[src/gpd_map.svh]
// Register offsets, field positions, reset values and limits of the gear and pulse divider
`ifndef GPD_MAP_SVH
`define GPD_MAP_SVH

`define GPD_OFF_CTRL      12'h000
`define GPD_OFF_GEAR_NUM  12'h004
`define GPD_OFF_GEAR_DEN  12'h008
`define GPD_OFF_OUT_CNT   12'h00C
`define GPD_OFF_OUT_DEN   12'h010
`define GPD_OFF_OUT_LOGIC 12'h014
`define GPD_OFF_STATUS    12'h018
`define GPD_OFF_IRQ_MASK  12'h01C
`define GPD_OFF_ACTIVE    12'h020

`define GPD_CTRL_FC_BIT      0
`define GPD_CTRL_RESTART_BIT 1
`define GPD_ST_MULT_BIT      0
`define GPD_ST_HYB_BIT       1
`define GPD_LOGIC_BINV_BIT   0
`define GPD_LOGIC_SCALE_BIT  1

`define GPD_RST_GEAR_NUM  32'h0000_0000
`define GPD_RST_GEAR_DEN  32'h0000_2710
`define GPD_RST_OUT_CNT   32'h0000_09C4
`define GPD_RST_OUT_DEN   32'h0000_0000
`define GPD_RST_OUT_LOGIC 2'h0

`define GPD_GEAR_MAX      32'h4000_0000
`define GPD_OUT_CNT_MAX   32'h0020_0000
`define GPD_OUT_DEN_MAX   32'h0080_0000
`define GPD_ENC_RES       32'h0080_0000
`endif

[src/gpd_pkg.sv]
// Types shared by the gear and pulse divider modules
package gpd_pkg;
   typedef logic [31:0] gpd_word_t;
   typedef enum logic {GPD_SRC_ENC, GPD_SRC_SCALE} gpd_src_e;
endpackage

[src/gpd_step_if.sv]
// Step event carrier between the ratio accumulators and their consumers
`timescale 1ns/1ps
interface gpd_step_if;
   logic ev;
   logic dir;
   modport src (output ev, output dir);
   modport snk (input ev, input dir);
endinterface

[src/gpd_ratio_acc.sv]
// Fractional ratio accumulator: each forward input step adds num, each reverse one subtracts it, one output step per den
`timescale 1ns/1ps
module gpd_ratio_acc
   import gpd_pkg::*;
(
   // Clock and reset
   input  wire logic ref_clk_i,
   input  wire logic resetn_i,
   // Ratio
   input  wire gpd_word_t num_i,
   input  wire gpd_word_t den_i,
   // Input steps, dir high means reverse
   input  wire logic in_ev_i,
   input  wire logic in_dir_i,
   // Output steps and overload flag
   gpd_step_if.src   out,
   output logic      overrun_o
);
   logic signed [34:0] acc_q;
   logic signed [34:0] acc_d;
   logic signed [34:0] num_s;
   logic signed [34:0] den_s;
   logic               fwd_due;
   logic               rev_due;

   assign num_s   = $signed({3'h0, num_i});
   assign den_s   = $signed({3'h0, den_i});
   assign fwd_due = (acc_q >= den_s);
   assign rev_due = (acc_q <= -den_s);
   // A new step while the previous one is still being paid out is an overload
   assign overrun_o = in_ev_i & (fwd_due | rev_due);

   always_comb begin
      acc_d = acc_q;
      if (fwd_due) begin
         acc_d = acc_d - den_s;
      end else if (rev_due) begin
         acc_d = acc_d + den_s;
      end
      if (in_ev_i) begin
         acc_d = in_dir_i ? (acc_d - num_s) : (acc_d + num_s);
      end
   end

   always_ff @(posedge ref_clk_i or negedge resetn_i) begin
      if (!resetn_i) begin
         acc_q <= '0;
      end else begin
         acc_q <= acc_d;
      end
   end

   always_ff @(posedge ref_clk_i or negedge resetn_i) begin
      if (!resetn_i) begin
         out.ev  <= 1'b0;
         out.dir <= 1'b0;
      end else begin
         out.ev  <= fwd_due | rev_due;
         out.dir <= rev_due;
      end
   end
endmodule

[src/gpd_quad_gen.sv]
// Quadrature pulse generator driven by step events
`timescale 1ns/1ps
module gpd_quad_gen
   import gpd_pkg::*;
(
   // Clock and reset
   input  wire logic ref_clk_i,
   input  wire logic resetn_i,
   // Steps and options
   gpd_step_if.snk   in,
   input  wire logic b_inv_i,
   input  wire logic z_src_i,
   // Pulse outputs
   output logic      a_o,
   output logic      b_o,
   output logic      z_o
);
   logic [1:0] ph_q;

   always_ff @(posedge ref_clk_i or negedge resetn_i) begin
      if (!resetn_i) begin
         ph_q <= 2'h0;
      end else if (in.ev) begin
         ph_q <= in.dir ? (ph_q - 2'h1) : (ph_q + 2'h1);
      end
   end

   // Gray order keeps exactly one line changing per edge
   always_ff @(posedge ref_clk_i or negedge resetn_i) begin
      if (!resetn_i) begin
         a_o <= 1'b0;
         b_o <= 1'b0;
         z_o <= 1'b0;
      end else begin
         a_o <= ph_q[1];
         b_o <= ph_q[1] ^ ph_q[0] ^ b_inv_i;
         z_o <= z_src_i;
      end
   end
endmodule

[src/gpd_top.sv]
// Electronic gear for command pulses and divided quadrature pulse regeneration
`timescale 1ns/1ps
`include "gpd_map.svh"
module gpd_top
   import gpd_pkg::*;
#(
   parameter gpd_word_t ENC_RES = `GPD_ENC_RES
)
(
   // Clock and reset
   input  wire logic        ref_clk_i,
   input  wire logic        resetn_i,
   // APB slave
   input  wire logic        psel_i,
   input  wire logic        penable_i,
   input  wire logic        pwrite_i,
   input  wire logic [11:0] paddr_i,
   input  wire logic [31:0] pwdata_i,
   output logic [31:0]      prdata_o,
   output logic             pready_o,
   output logic             pslverr_o,
   // Command pulse pins from the host
   input  wire logic        cmd_pulse_i,
   input  wire logic        cmd_sign_i,
   // Scaled command towards the position loop
   output logic             pos_cmd_step_o,
   output logic             pos_cmd_dir_o,
   // Encoder feedback pins
   input  wire logic        enc_a_i,
   input  wire logic        enc_b_i,
   input  wire logic        enc_z_i,
   // External scale pins
   input  wire logic        scl_a_i,
   input  wire logic        scl_b_i,
   input  wire logic        scl_z_i,
   // Regenerated pulse outputs to the host
   output logic             regen_a_phase_o,
   output logic             regen_b_phase_o,
   output logic             regen_z_phase_o,
   // Interrupt
   output logic             irq_o
);
   // Pin synchronisers
   localparam int NPIN = 8;
   logic [NPIN-1:0] pin_raw;
   logic [NPIN-1:0] pin_s1_q;
   logic [NPIN-1:0] pin_s2_q;
   logic [NPIN-1:0] pin_prev_q;

   // Bus registers; only the output settings are staged
   logic              full_closed_q;
   gpd_word_t         gear_num_q;
   gpd_word_t         gear_den_q;
   gpd_word_t         out_cnt_q;
   gpd_word_t         out_den_q;
   logic [1:0]        out_logic_q;
   logic [1:0]        status_q;
   logic [1:0]        irq_mask_q;
   // Values in force for the pulse output
   gpd_word_t         act_cnt_q;
   gpd_word_t         act_den_q;
   logic [1:0]        act_logic_q;
   logic [31:0]       prdata_q;

   // Bus decode
   logic              wr_en;
   logic              rd_setup;
   logic              hit;
   logic              restart;
   logic              gear_wr;

   // Step paths
   logic              cmd_ev;
   logic [1:0]        enc_dec;
   logic [1:0]        scl_dec;
   gpd_src_e          src_sel;
   logic              src_ev;
   logic              src_dir;
   gpd_word_t         cmd_num;
   gpd_word_t         cmd_den;
   gpd_word_t         div_num;
   gpd_word_t         div_den;
   gpd_word_t         lim_num;
   logic              mult_ovr;
   logic              mult_err_ev;
   logic              hyb_ev;
   logic [1:0]        ev_vec;

   gpd_step_if cmd_step ();
   gpd_step_if div_step ();

   // Quadrature decode, returns {step, reverse}
   function automatic logic [1:0] quad_dec(input logic [1:0] prev_ab, input logic [1:0] cur_ab);
      logic [1:0] p;
      logic [1:0] c;
      logic [1:0] d;
      p = {prev_ab[1], prev_ab[1] ^ prev_ab[0]};
      c = {cur_ab[1], cur_ab[1] ^ cur_ab[0]};
      d = c - p;
      case (d)
         2'h1:    quad_dec = 2'b10;
         2'h3:    quad_dec = 2'b11;
         default: quad_dec = 2'b00;
      endcase
   endfunction

   // Saturating write for range-limited settings
   function automatic gpd_word_t clamp(input gpd_word_t v, input gpd_word_t max);
      clamp = (v > max) ? max : v;
   endfunction

   assign pin_raw = {cmd_pulse_i, cmd_sign_i, enc_a_i, enc_b_i, enc_z_i,
                     scl_a_i, scl_b_i, scl_z_i};

   always_ff @(posedge ref_clk_i or negedge resetn_i) begin
      if (!resetn_i) begin
         pin_s1_q   <= '0;
         pin_s2_q   <= '0;
         pin_prev_q <= '0;
      end else begin
         pin_s1_q   <= pin_raw;
         pin_s2_q   <= pin_s1_q;
         pin_prev_q <= pin_s2_q;
      end
   end

   // APB decode; zero wait states, answer in the access phase
   assign wr_en    = psel_i & penable_i & pwrite_i;
   assign rd_setup = psel_i & ~penable_i & ~pwrite_i;
   assign pready_o = 1'b1;
   always_comb begin
      case (paddr_i)
         `GPD_OFF_CTRL, `GPD_OFF_GEAR_NUM, `GPD_OFF_GEAR_DEN,
         `GPD_OFF_OUT_CNT, `GPD_OFF_OUT_DEN, `GPD_OFF_OUT_LOGIC,
         `GPD_OFF_STATUS, `GPD_OFF_IRQ_MASK, `GPD_OFF_ACTIVE: hit = 1'b1;
         default: hit = 1'b0;
      endcase
   end
   assign pslverr_o = psel_i & penable_i & ~hit;
   assign prdata_o  = prdata_q;
   assign restart   = wr_en & (paddr_i == `GPD_OFF_CTRL) & pwdata_i[`GPD_CTRL_RESTART_BIT];
   assign gear_wr   = wr_en & ((paddr_i == `GPD_OFF_GEAR_NUM) |
                               (paddr_i == `GPD_OFF_GEAR_DEN));

   always_ff @(posedge ref_clk_i or negedge resetn_i) begin
      if (!resetn_i) begin
         full_closed_q <= 1'b0;
      end else if (wr_en && paddr_i == `GPD_OFF_CTRL) begin
         full_closed_q <= pwdata_i[`GPD_CTRL_FC_BIT];
      end
   end

   // Gear registers act at once; only the change itself is policed
   always_ff @(posedge ref_clk_i or negedge resetn_i) begin
      if (!resetn_i) begin
         gear_num_q <= `GPD_RST_GEAR_NUM;
         gear_den_q <= `GPD_RST_GEAR_DEN;
      end else if (wr_en) begin
         if (paddr_i == `GPD_OFF_GEAR_NUM) begin
            gear_num_q <= clamp(pwdata_i, `GPD_GEAR_MAX);
         end
         if (paddr_i == `GPD_OFF_GEAR_DEN) begin
            gear_den_q <= clamp(pwdata_i, `GPD_GEAR_MAX);
         end
      end
   end

   always_ff @(posedge ref_clk_i or negedge resetn_i) begin
      if (!resetn_i) begin
         out_cnt_q   <= `GPD_RST_OUT_CNT;
         out_den_q   <= `GPD_RST_OUT_DEN;
         out_logic_q <= `GPD_RST_OUT_LOGIC;
      end else if (wr_en) begin
         if (paddr_i == `GPD_OFF_OUT_CNT) begin
            out_cnt_q <= clamp(pwdata_i, `GPD_OUT_CNT_MAX);
         end
         if (paddr_i == `GPD_OFF_OUT_DEN) begin
            out_den_q <= clamp(pwdata_i, `GPD_OUT_DEN_MAX);
         end
         if (paddr_i == `GPD_OFF_OUT_LOGIC) begin
            out_logic_q <= pwdata_i[1:0];
         end
      end
   end

   // Output settings only load on a control restart, never mid-run
   always_ff @(posedge ref_clk_i or negedge resetn_i) begin
      if (!resetn_i) begin
         act_cnt_q   <= `GPD_RST_OUT_CNT;
         act_den_q   <= `GPD_RST_OUT_DEN;
         act_logic_q <= `GPD_RST_OUT_LOGIC;
      end else if (restart) begin
         act_cnt_q   <= out_cnt_q;
         act_den_q   <= out_den_q;
         act_logic_q <= out_logic_q;
      end
   end

   always_ff @(posedge ref_clk_i or negedge resetn_i) begin
      if (!resetn_i) begin
         irq_mask_q <= 2'h0;
      end else if (wr_en && paddr_i == `GPD_OFF_IRQ_MASK) begin
         irq_mask_q <= pwdata_i[1:0];
      end
   end

   // Sticky status, a new event wins over a same-cycle clear
   assign hyb_ev = gear_wr & full_closed_q;
   assign mult_err_ev = mult_ovr;
   always_comb begin
      ev_vec = 2'h0;
      ev_vec[`GPD_ST_MULT_BIT] = mult_err_ev;
      ev_vec[`GPD_ST_HYB_BIT]  = hyb_ev;
   end
   always_ff @(posedge ref_clk_i or negedge resetn_i) begin
      if (!resetn_i) begin
         status_q <= 2'h0;
      end else if (wr_en && paddr_i == `GPD_OFF_STATUS) begin
         status_q <= (status_q & ~pwdata_i[1:0]) | ev_vec;
      end else begin
         status_q <= status_q | ev_vec;
      end
   end
   assign irq_o = |(status_q & irq_mask_q);

   always_ff @(posedge ref_clk_i or negedge resetn_i) begin
      if (!resetn_i) begin
         prdata_q <= 32'h0000_0000;
      end else if (rd_setup) begin
         case (paddr_i)
            `GPD_OFF_CTRL:      prdata_q <= {31'h0, full_closed_q};
            `GPD_OFF_GEAR_NUM:  prdata_q <= gear_num_q;
            `GPD_OFF_GEAR_DEN:  prdata_q <= gear_den_q;
            `GPD_OFF_OUT_CNT:   prdata_q <= out_cnt_q;
            `GPD_OFF_OUT_DEN:   prdata_q <= out_den_q;
            `GPD_OFF_OUT_LOGIC: prdata_q <= {30'h0, out_logic_q};
            `GPD_OFF_STATUS:    prdata_q <= {30'h0, status_q};
            `GPD_OFF_IRQ_MASK:  prdata_q <= {30'h0, irq_mask_q};
            `GPD_OFF_ACTIVE:    prdata_q <= {29'h0, src_sel == GPD_SRC_SCALE, act_logic_q};
            default:            prdata_q <= 32'h0000_0000;
         endcase
      end
   end

   // Command gear: counts-per-rev has no say here, only the gear pair
   assign cmd_ev = pin_s2_q[7] & ~pin_prev_q[7];
   always_comb begin
      if (gear_num_q == 32'h0000_0000) begin
         cmd_num = 32'h0000_0001;
         cmd_den = 32'h0000_0001;
      end else begin
         cmd_num = gear_num_q;
         cmd_den = (gear_den_q == 32'h0000_0000) ? 32'h0000_0001 : gear_den_q;
      end
   end

   gpd_ratio_acc u_cmd_acc (
      .ref_clk_i (ref_clk_i),
      .resetn_i  (resetn_i),
      .num_i     (cmd_num),
      .den_i     (cmd_den),
      .in_ev_i   (cmd_ev),
      .in_dir_i  (pin_s2_q[6]),
      .out       (cmd_step),
      .overrun_o (mult_ovr)
   );
   assign pos_cmd_step_o = cmd_step.ev;
   assign pos_cmd_dir_o  = cmd_step.dir;

   // Feedback source; the scale is honoured only under full-closed control
   assign enc_dec = quad_dec(pin_prev_q[5:4], pin_s2_q[5:4]);
   assign scl_dec = quad_dec(pin_prev_q[2:1], pin_s2_q[2:1]);
   assign src_sel = (full_closed_q && act_logic_q[`GPD_LOGIC_SCALE_BIT]) ?
                    GPD_SRC_SCALE : GPD_SRC_ENC;
   assign src_ev  = (src_sel == GPD_SRC_SCALE) ? scl_dec[1] : enc_dec[1];
   assign src_dir = (src_sel == GPD_SRC_SCALE) ? scl_dec[0] : enc_dec[0];

   // Edges out per source count; ratio is capped at one so nothing multiplies
   always_comb begin
      if (act_den_q != 32'h0000_0000) begin
         lim_num = act_cnt_q;
         div_den = act_den_q;
      end else if (src_sel == GPD_SRC_SCALE) begin
         lim_num = 32'h0000_0001;
         div_den = 32'h0000_0001;
      end else begin
         lim_num = {act_cnt_q[29:0], 2'b00};
         div_den = ENC_RES;
      end
      div_num = (lim_num > div_den) ? div_den : lim_num;
   end

   gpd_ratio_acc u_div_acc (
      .ref_clk_i (ref_clk_i),
      .resetn_i  (resetn_i),
      .num_i     (div_num),
      .den_i     (div_den),
      .in_ev_i   (src_ev),
      .in_dir_i  (src_dir),
      .out       (div_step),
      .overrun_o ()
   );

   // Index is passed straight from the chosen source, not realigned to A
   gpd_quad_gen u_quad (
      .ref_clk_i (ref_clk_i),
      .resetn_i  (resetn_i),
      .in        (div_step),
      .b_inv_i   (act_logic_q[`GPD_LOGIC_BINV_BIT]),
      .z_src_i   ((src_sel == GPD_SRC_SCALE) ? pin_s2_q[0] : pin_s2_q[3]),
      .a_o       (regen_a_phase_o),
      .b_o       (regen_b_phase_o),
      .z_o       (regen_z_phase_o)
   );
endmodule

[config.mk]
export PLATFORM = sky130hd
export DESIGN_NAME = gpd_top
export DESIGN_NICKNAME = d
export VERILOG_FILES = /design/src/gpd_pkg.sv /design/src/gpd_step_if.sv /design/src/gpd_ratio_acc.sv /design/src/gpd_quad_gen.sv /design/src/gpd_top.sv
export VERILOG_INCLUDE_DIRS = /design/src
export SDC_FILE = /design/constraint.sdc
export NUM_CORES = 1
export LEC_CHECK = 0
export CORE_MARGIN = 4
export CORE_UTILIZATION = 35
export DETAILED_ROUTE_END_ITERATION = 6
export DONT_BUFFER_PORTS = 1
export PLACE_DENSITY_LB_ADDON = 0.12
export SLEW_MARGIN = 20
export SYNTH_ARGS = -nofsm -noshare
export SYNTH_HDL_FRONTEND = slang
export SYNTH_SLANG_ARGS = --single-unit
[constraint.sdc]
create_clock -name ref_clk_i -period 19.15 [get_ports ref_clk_i]
set_input_delay 0.9575 -clock ref_clk_i [delete_from_list [all_inputs] [get_ports ref_clk_i]]
set_output_delay 0.9575 -clock ref_clk_i [all_outputs]
set_load 0.01 [all_outputs]
# ---- Yosys cells after proc, flatten, opt, wreduce, memory -nomap -nowiden
# Index checks and enable logic that the tools add are counted.
dict set report classes {
  addsub 14
  magnitude_cmp 8
  n_eq_ne 12
  muxes 29
  n_bitwise 29
  reduce_logical 15
}
# operator count
set ops {}
lappend ops {{32-bit 2-to-1 mux} 10}
lappend ops {{32-bit one-hot mux with 9 select lines} 1}
lappend ops {{35-bit 2-to-1 mux} 8}
lappend ops {{35-bit by 33-bit adder with 35-bit output} 4}
lappend ops {{35-bit by 33-bit subtractor with 35-bit output} 4}
lappend ops {{35-bit by 33-bit greater-or-equal comparator with 1-bit output} 2}
lappend ops {{35-bit less-or-equal comparator} 2}
lappend ops {{32-bit negator with 35-bit output} 2}
lappend ops {{32-bit logical NOT} 2}
lappend ops {{12-bit by 5-bit equality test with 1-bit output, second input constant} 4}
lappend ops {{32-bit by 22-bit greater-than comparator with 1-bit output, second input constant} 1}
lappend ops {{32-bit by 24-bit greater-than comparator with 1-bit output, second input constant} 1}
lappend ops {{32-bit by 31-bit greater-than comparator with 1-bit output, second input constant} 1}
lappend ops {{32-bit greater-than comparator} 1}
lappend ops {{32-bit nonzero test} 1}
lappend ops {{12-bit by 4-bit equality test with 1-bit output, second input constant} 2}
lappend ops {{24-bit 2-to-1 mux} 1}
lappend ops {{12-bit by 3-bit equality test with 1-bit output, second input constant} 1}
lappend ops {{12-bit by 6-bit equality test with 1-bit output, second input constant} 1}
lappend ops {{12-bit logical NOT} 1}
lappend ops {{1-bit AND} 11}
lappend ops {{2-bit AND reduction} 5}
lappend ops {{9-bit OR reduction} 1}
lappend ops {{2-bit one-hot mux with 2 select lines} 2}
lappend ops {{15 further kinds} 38}
dict set report totals {
  ff_bits 336
  out_inout_bits 40
  word_cells 132
}

# ---- Depth between registers and ports, before layout
dict set report logic_depth {
  depth_word 11
  mapped_depth 44
}

# ---- By module
# From an unflattened synthesis, not the netlist that was laid out.
dict set report unflattened {
  hier_cells 3857
  area_unflattened_um2 31627.8
}
# mod instances cells_each area_each_um2 seq_area_each_um2
set modules_own_cells {}
lappend modules_own_cells {gpd_top 1 1229 12386.9 6374.9}
lappend modules_own_cells {{gpd_ratio_acc (u_cmd_acc)} 1 1365 9808.2 925.9}
lappend modules_own_cells {{gpd_ratio_acc (u_div_acc)} 1 1252 9260.1 925.9}
lappend modules_own_cells {gpd_quad_gen 1 11 172.7 125.1}

# ---- Worst setup path before layout
# Ideal clock, no wire load.
dict set report synth_path {
  path_type {flip-flop to flip-flop}
  from {reg gear_num_q[9]}
  to {reg u_cmd_acc.acc_q[33]}
  setup_time_ps 129
  t_arrival_ps 9375
  required_time_ps 19021
  setup_slack_ps 9646
  stages_incl_launch_ff 44
  n_path_buf 7
  synth_period_minus_slack_ps 9504
  path_cell_list {dfrtp_1 > or4_1 > or3_1 > nor3_1 > nand2b_1 > nor4_1 > nand4_1 > clkbuf_1 > clkbuf_1 > clkbuf_1 > nand2_1 > ha_1 > clkbuf_1 > nand2_1 > a21oi_1 > clkbuf_1 > o21ai_0 > xnor2_1 > (+8 left out) > clkbuf_1 > nor2_1 > clkbuf_1 > a21oi_1 > o22a_1 > and2_1 > ha_1 > o21ai_0 > a21oi_1 > o31ai_1 > a211oi_1 > a311oi_1 > a21oi_1 > o221a_2 > o21a_1 > o41ai_1 > nor4_1 > a2111o_1}
}
dict set report synth_between {
  elab_chain_cells 9
  word_cells_on_any_way 14
  classes_between {add/sub: 5; order compare: 2; mux: 6; reduce/logical: 1}
}
# item line_no
set synth_lines {}
lappend synth_lines {{start: declaration} gpd_top.sv:52} ;# gpd_word_t gear_num_q;
lappend synth_lines {{start signal: assignment} gpd_top.sv:156} ;# gear_num_q <= `GPD_RST_GEAR_NUM;
lappend synth_lines {{start signal: assignment} gpd_top.sv:160} ;# gear_num_q <= clamp(pwdata_i, `GPD_GEAR_MAX);
lappend synth_lines {{32-bit logical NOT} gpd_top.sv:248} ;# if (gear_num_q == 32'h0000_0000) begin
lappend synth_lines {{32-bit 2-to-1 mux} gpd_top.sv:248}
lappend synth_lines {{32-bit negator with 35-bit output} gpd_ratio_acc.sv:29} ;# assign rev_due = (acc_q <= -den_s);
lappend synth_lines {{35-bit less-or-equal comparator} gpd_ratio_acc.sv:29}
lappend synth_lines {{35-bit 2-to-1 mux} gpd_ratio_acc.sv:37} ;# end else if (rev_due) begin
lappend synth_lines {{35-bit 2-to-1 mux} gpd_ratio_acc.sv:35} ;# if (fwd_due) begin
lappend synth_lines {{35-bit by 33-bit adder with 35-bit output or 35-bit by 33-bit subtractor with 35-bit output (tied branches)} gpd_ratio_acc.sv:41} ;# acc_d = in_dir_i ? (acc_d - num_s) : (acc_d + num_s);
lappend synth_lines {{35-bit 2-to-1 mux} gpd_ratio_acc.sv:41}
lappend synth_lines {{35-bit 2-to-1 mux *} gpd_ratio_acc.sv:40} ;# if (in_ev_i) begin
lappend synth_lines {{named net u_cmd_acc.acc_d[33]} gpd_ratio_acc.sv:20} ;# logic signed [34:0] acc_d;
lappend synth_lines {{end signal: assignment} gpd_ratio_acc.sv:47} ;# acc_q <= '0;
lappend synth_lines {{end signal: assignment} gpd_ratio_acc.sv:49} ;# acc_q <= acc_d;
lappend synth_lines {{end: declaration} gpd_ratio_acc.sv:19} ;# logic signed [34:0] acc_q;
# Mark *: on every way through the listed nets, which the timed path passes. The rest lies on a longest branch.
# A chain may end at the register's enable or synchronous reset.

# ---- Worst setup path in the final report
# Ends and elaborated chain as after synthesis.

==> reports/results.txt <==
The flow ran to the end, and the final reports show no timing, DRC or antenna violations. The share of the synthesized area in the top cell type is 26.1%. The run gives 14.7 nW as the standby leakage power.

Leaving out filler cells and counting taps, the final layout contains 4726. The maximum number of pins on one net before global-route repair was 334; the clock insertion delay at the later pin of the skew report was 0.56 ns. The logs give 23.3% for the aggregate global-route resource usage and 5 for the detailed-router iteration count before antenna repair.

By area the synthesized netlist is led by sky130_fd_sc_hd__dfrtp_1, sky130_fd_sc_hd__ha_1, sky130_fd_sc_hd__mux2_2, sky130_fd_sc_hd__nand2_1, sky130_fd_sc_hd__xnor2_1. The number of nets still failing antenna checks after routing came out at 0. After synthesis, the share of flip-flops with an asynchronous set or reset is 100%. The most used flip-flop cell after synthesis is sky130_fd_sc_hd__dfrtp_1. For the post-route total power, the log shows 5.31 mW. The clock slew seen by the registers of the worst setup and hold paths works out to 0.06 ns. The floorplan has 108 rows. The area overhead of the layout relative to synthesis was 7.73%. Cells with a size suffix above 1 make up 9.05% of the layout. The layout filler cell count is 8897, and the count of buffers inserted at the top-level ports is 0. The number of nets at the end of the flow was 3909; the final critical delay including setup and external delays was 11.72 ns.

The tools report the area of all placed cells without fillers as 32900 um2. For this run, the share of the core covered by cells in the final layout is 38.0%. The total cell area at the placement stage was 31500 um2.

The worst pin sits at a relative slew slack of 24.8%. The initial utilization of the core area, before any placement, comes to 35.2%. After clock tree synthesis, the flow added hold-fix buffers numbering 0. The region available for standard cell placement spans 86600 um2. Worst hold-check path type: in2async. The total clock buffers created by CTS was 40. For the clock skew after layout, the log shows 0.0172 ns.

Maximum root-to-sink buffer count: 3. The count of final hold-check violations came out at 0. In the final layout, flip-flops and latches occupy 8350 um2. In the routed design, unresolved DRC markers number 0. The total clock sinks was 333; the first-pass GRT wire length was 167 mm.

The die covers 92000 um2. The final max-slew violation count is 0, and the maximum fanout encountered on the critical timing path is 47. IR analysis of the VDD net gives a maximum drop of 202 uV. During synthesis, Yosys emitted a total of 0 warnings. The tools report the number of gates given a new drive strength after cts as 0. The vias after detailed routing came out at 27300. The number of cells after detailed placement was 4656.

Critical setup path kind: reg2reg. After legalization and detailed placement, the total HPWL measured 85.5 mm. Data on the critical path arrives at its endpoint at 12.15 ns. The number of enable-type register cells in the synthesized netlist came out at 0. Among the stages of the critical path, the cell type that occurs most often is sky130_fd_sc_hd__a21oi_1. STA classifies the critical path startpoint as a flop. The antenna diode count was 0. Post-detailed-routing wire length: 108 mm.

TritonCTS built the clock tree. During I/O placement, the number of pins put on the boundary was 97. The data required time of the worst path is 19.58 ns. In the final layout, the multi-input gates occupy 20700 um2.

The synthesized design spends more area on one cell type than any other, namely sky130_fd_sc_hd__dfrtp_1. STA classifies the critical path endpoint as a flop. Among all stages on the critical path, the largest delay is contributed by sky130_fd_sc_hd__a21oi_1. The tools report the clock root buffer as sky130_fd_sc_hd__clkbuf_16.

After synthesis, flip-flops and latches occupy 27.4% of the total area. The tool flagged a number of max-cap violations equal to 0. The H-tree was split into 2 levels. Dividing the detail-routed wire length by the instance count gives 23.0 um.

The cell count after synthesis came out at 3688. Setup repair after global routing left no endpoint under its margin. The global placement routability congestion was 0.929.

Summed over all failing endpoints, the final setup total negative slack is 0 ns. The summed instance area of the synthesized netlist came out at 30500 um2. The tools report the post-CTS setup-driven buffer insertion count as 0. The number of distinct standard cells referenced by the synthesized netlist came out at 96.

The via count of the first global-routing pass came out at 26600. The mean post-synth cell area works out to 8.28 um2. Setup violations remaining at the end of the flow were counted as 0. Stage delay of the slowest cell on the critical path: 0.75 ns. For the top achievable clock speed, the log shows 85.3 MHz.

For this design the ratio of total power to cell area is 161 nW/um2. The transition time at the pin with the least slew margin works out to 1.13 ns. The count of state elements after synthesis was 333; the number of DRC violations after detailed-routing iteration 0 was 1809. In this run the vertical extent of the chip is 303 um. Dividing the detail-routed via count by the number of cells gives 5.78. Horizontal die dimension: 303 um. Number of antenna violations at the first check in global routing: 0.

The worst path uses 61.2% of the clock period. After global routing the overflow that remains totals 0.
## synth_stat cells, types with 14 or more instances
| cell | n |
|---|---|
| sky130_fd_sc_hd__inv_1 | 178 |
| sky130_fd_sc_hd__o31a_1 | 14 |
| sky130_fd_sc_hd__o21ai_0 | 223 |
| sky130_fd_sc_hd__nor2_1 | 279 |
| sky130_fd_sc_hd__nand2b_1 | 36 |
| sky130_fd_sc_hd__o21bai_1 | 43 |
| sky130_fd_sc_hd__nor2b_1 | 38 |
| sky130_fd_sc_hd__nor3_1 | 81 |
| sky130_fd_sc_hd__ha_1 | 303 |
| sky130_fd_sc_hd__nor4_1 | 49 |
| sky130_fd_sc_hd__a211oi_1 | 43 |
| sky130_fd_sc_hd__o221ai_1 | 24 |
| sky130_fd_sc_hd__o22ai_1 | 19 |
| sky130_fd_sc_hd__and2_1 | 31 |
| sky130_fd_sc_hd__a31oi_1 | 67 |
| sky130_fd_sc_hd__a22o_1 | 70 |
| sky130_fd_sc_hd__dfrtp_1 | 318 |
| sky130_fd_sc_hd__o211ai_1 | 33 |
| sky130_fd_sc_hd__a21o_1 | 77 |
| sky130_fd_sc_hd__nand4_1 | 40 |
| sky130_fd_sc_hd__or3_1 | 26 |
| sky130_fd_sc_hd__o21a_1 | 28 |
| sky130_fd_sc_hd__nand3_1 | 94 |
| sky130_fd_sc_hd__a21oi_1 | 239 |
| sky130_fd_sc_hd__nand2_1 | 369 |
| sky130_fd_sc_hd__xnor2_1 | 137 |
| sky130_fd_sc_hd__a221o_1 | 33 |
| sky130_fd_sc_hd__mux2_2 | 130 |
| sky130_fd_sc_hd__a22oi_1 | 70 |
| sky130_fd_sc_hd__dfstp_2 | 15 |
| sky130_fd_sc_hd__xor2_1 | 49 |
| sky130_fd_sc_hd__or2_2 | 17 |
| sky130_fd_sc_hd__o31ai_1 | 32 |
| sky130_fd_sc_hd__clkbuf_1 | 204 |
| sky130_fd_sc_hd__mux2i_1 | 44 |
| sky130_fd_sc_hd__and3_1 | 21 |
## routing by layer
layer,vias to the layer above,global-route usage [%],share of wire [%]
met1,13200,32.1,46
met5,-,0,0
li1,13300,-,-
met3,144,4.22,5.6
met4,0,7.50,3.6
met2,663,37.1,45
## logic make-up (layout without fill, tap and decap cells)
kind of cell	after synthesis	after routing	share of synthesized area, %
and+or+nand+nor	1137	1137	17.7
AOI/OAI and AO/OA	1139	1139	25.3
muxes	177	177	6.41
adders and majority gates	309	309	12.8
DFF	333	333	27.4
xor gates and xnor gates	186	186	5.34
other	2	3	0.0246
buffers and inverters	405	287	5.10
## state kept, by name (all words and copies together), names as in the netlist, 2 cells and up
name             flops
act_cnt_q           32
act_den_q           32
act_logic_q          2
gear_den_q          32
gear_num_q          32
irq_mask_q           2
out_cnt_q           32
out_den_q           32
out_logic_q          2
pin_prev_q           5
pin_s1_q             8
pin_s2_q             8
prdata_o            32
status_q             2
u_cmd_acc.acc_q     35
u_div_acc.acc_q     35
u_quad.ph_q          2
## area by class of cell
type                       count  area share [%]
multi-input combinational   2951            63.1
sequential                   333            25.4
tap                         1155            4.40
clock buffer                  49            3.36
inverter                     181            2.07
clock inverter                21           0.879
timing repair buffer          36           0.814
## worst max-delay path: cells and delay by family (launching register included)
family                   cells  cell delay (ns)
buffers and inverters        5             1.75
XOR/XNOR                     1             0.19
AND/OR/NAND/NOR             16             3.50
AO/OA/AOI/OAI               15             4.63
adder cells (fa/ha/maj)      3             0.99
flip-flops                   1             0.44
## where the power goes
part           total [mW]  switching (mW)  internal (mW)
sequential          0.997           0.177          0.820
combinational        3.48            2.02           1.46
clock               0.823           0.329          0.494
total                5.31            2.53           2.78
## per-stage QoR
| stage | worst slack [ns] | hold WS, ns |
|---|---|---|
| 2_1_floorplan | 9.65 | 0.331 |
| 3_3_place_gp | 7.43 | 0.333 |
| 3_5_place_dp | 7.40 | 0.336 |
| 4_1_cts | 7.28 | 0.0526 |
| 5_1_grt | 6.24 | 0.0708 |
| 6_report | 7.43 | 0.104 |
## cells in the final DEF, fill, tap and decap left out, types with 41 or more instances in the layout
master,Yosys,final
sky130_fd_sc_hd__mux2i_1,44,43
sky130_fd_sc_hd__ha_1,303,303
sky130_fd_sc_hd__a21o_1,77,77
sky130_fd_sc_hd__a31oi_1,67,67
sky130_fd_sc_hd__o21ai_0,223,223
sky130_fd_sc_hd__nor2_1,279,274
sky130_fd_sc_hd__clkbuf_16,0,41
sky130_fd_sc_hd__a21oi_1,239,238
sky130_fd_sc_hd__xnor2_1,137,137
sky130_fd_sc_hd__o21bai_1,43,43
sky130_fd_sc_hd__nor4_1,49,49
sky130_fd_sc_hd__mux2_2,130,130
sky130_fd_sc_hd__dfrtp_1,318,318
sky130_fd_sc_hd__nor3_1,81,79
sky130_fd_sc_hd__nand2_1,369,367
sky130_fd_sc_hd__nand3_1,94,94
sky130_fd_sc_hd__a211oi_1,43,43
sky130_fd_sc_hd__a22oi_1,70,70
sky130_fd_sc_hd__inv_1,178,178
sky130_fd_sc_hd__a22o_1,70,70
sky130_fd_sc_hd__xor2_1,49,49
## worst paths after layout
kind                                           start  slack, ns                            end  cells after the start
max                        gear_num_q[9]$_DFFE_PN0P_       7.43  u_cmd_acc.acc_q[33]$_DFF_PN0_                     40
min                                         resetn_i       0.10   u_cmd_acc.acc_q[7]$_DFF_PN0_                      0
max reg2reg                gear_num_q[9]$_DFFE_PN0P_       7.43  u_cmd_acc.acc_q[33]$_DFF_PN0_                     40
min reg2reg                    pin_s1_q[4]$_DFF_PN0_       0.35          pin_s2_q[4]$_DFF_PN0_                      0
max in group asynchronous                   resetn_i      18.13       prdata_o[29]$_DFFE_PN0P_                      0
min in group ref_clk_i         pin_s1_q[4]$_DFF_PN0_       0.35          pin_s2_q[4]$_DFF_PN0_                      0
Note: power is estimated with default switching activity, not from simulation.
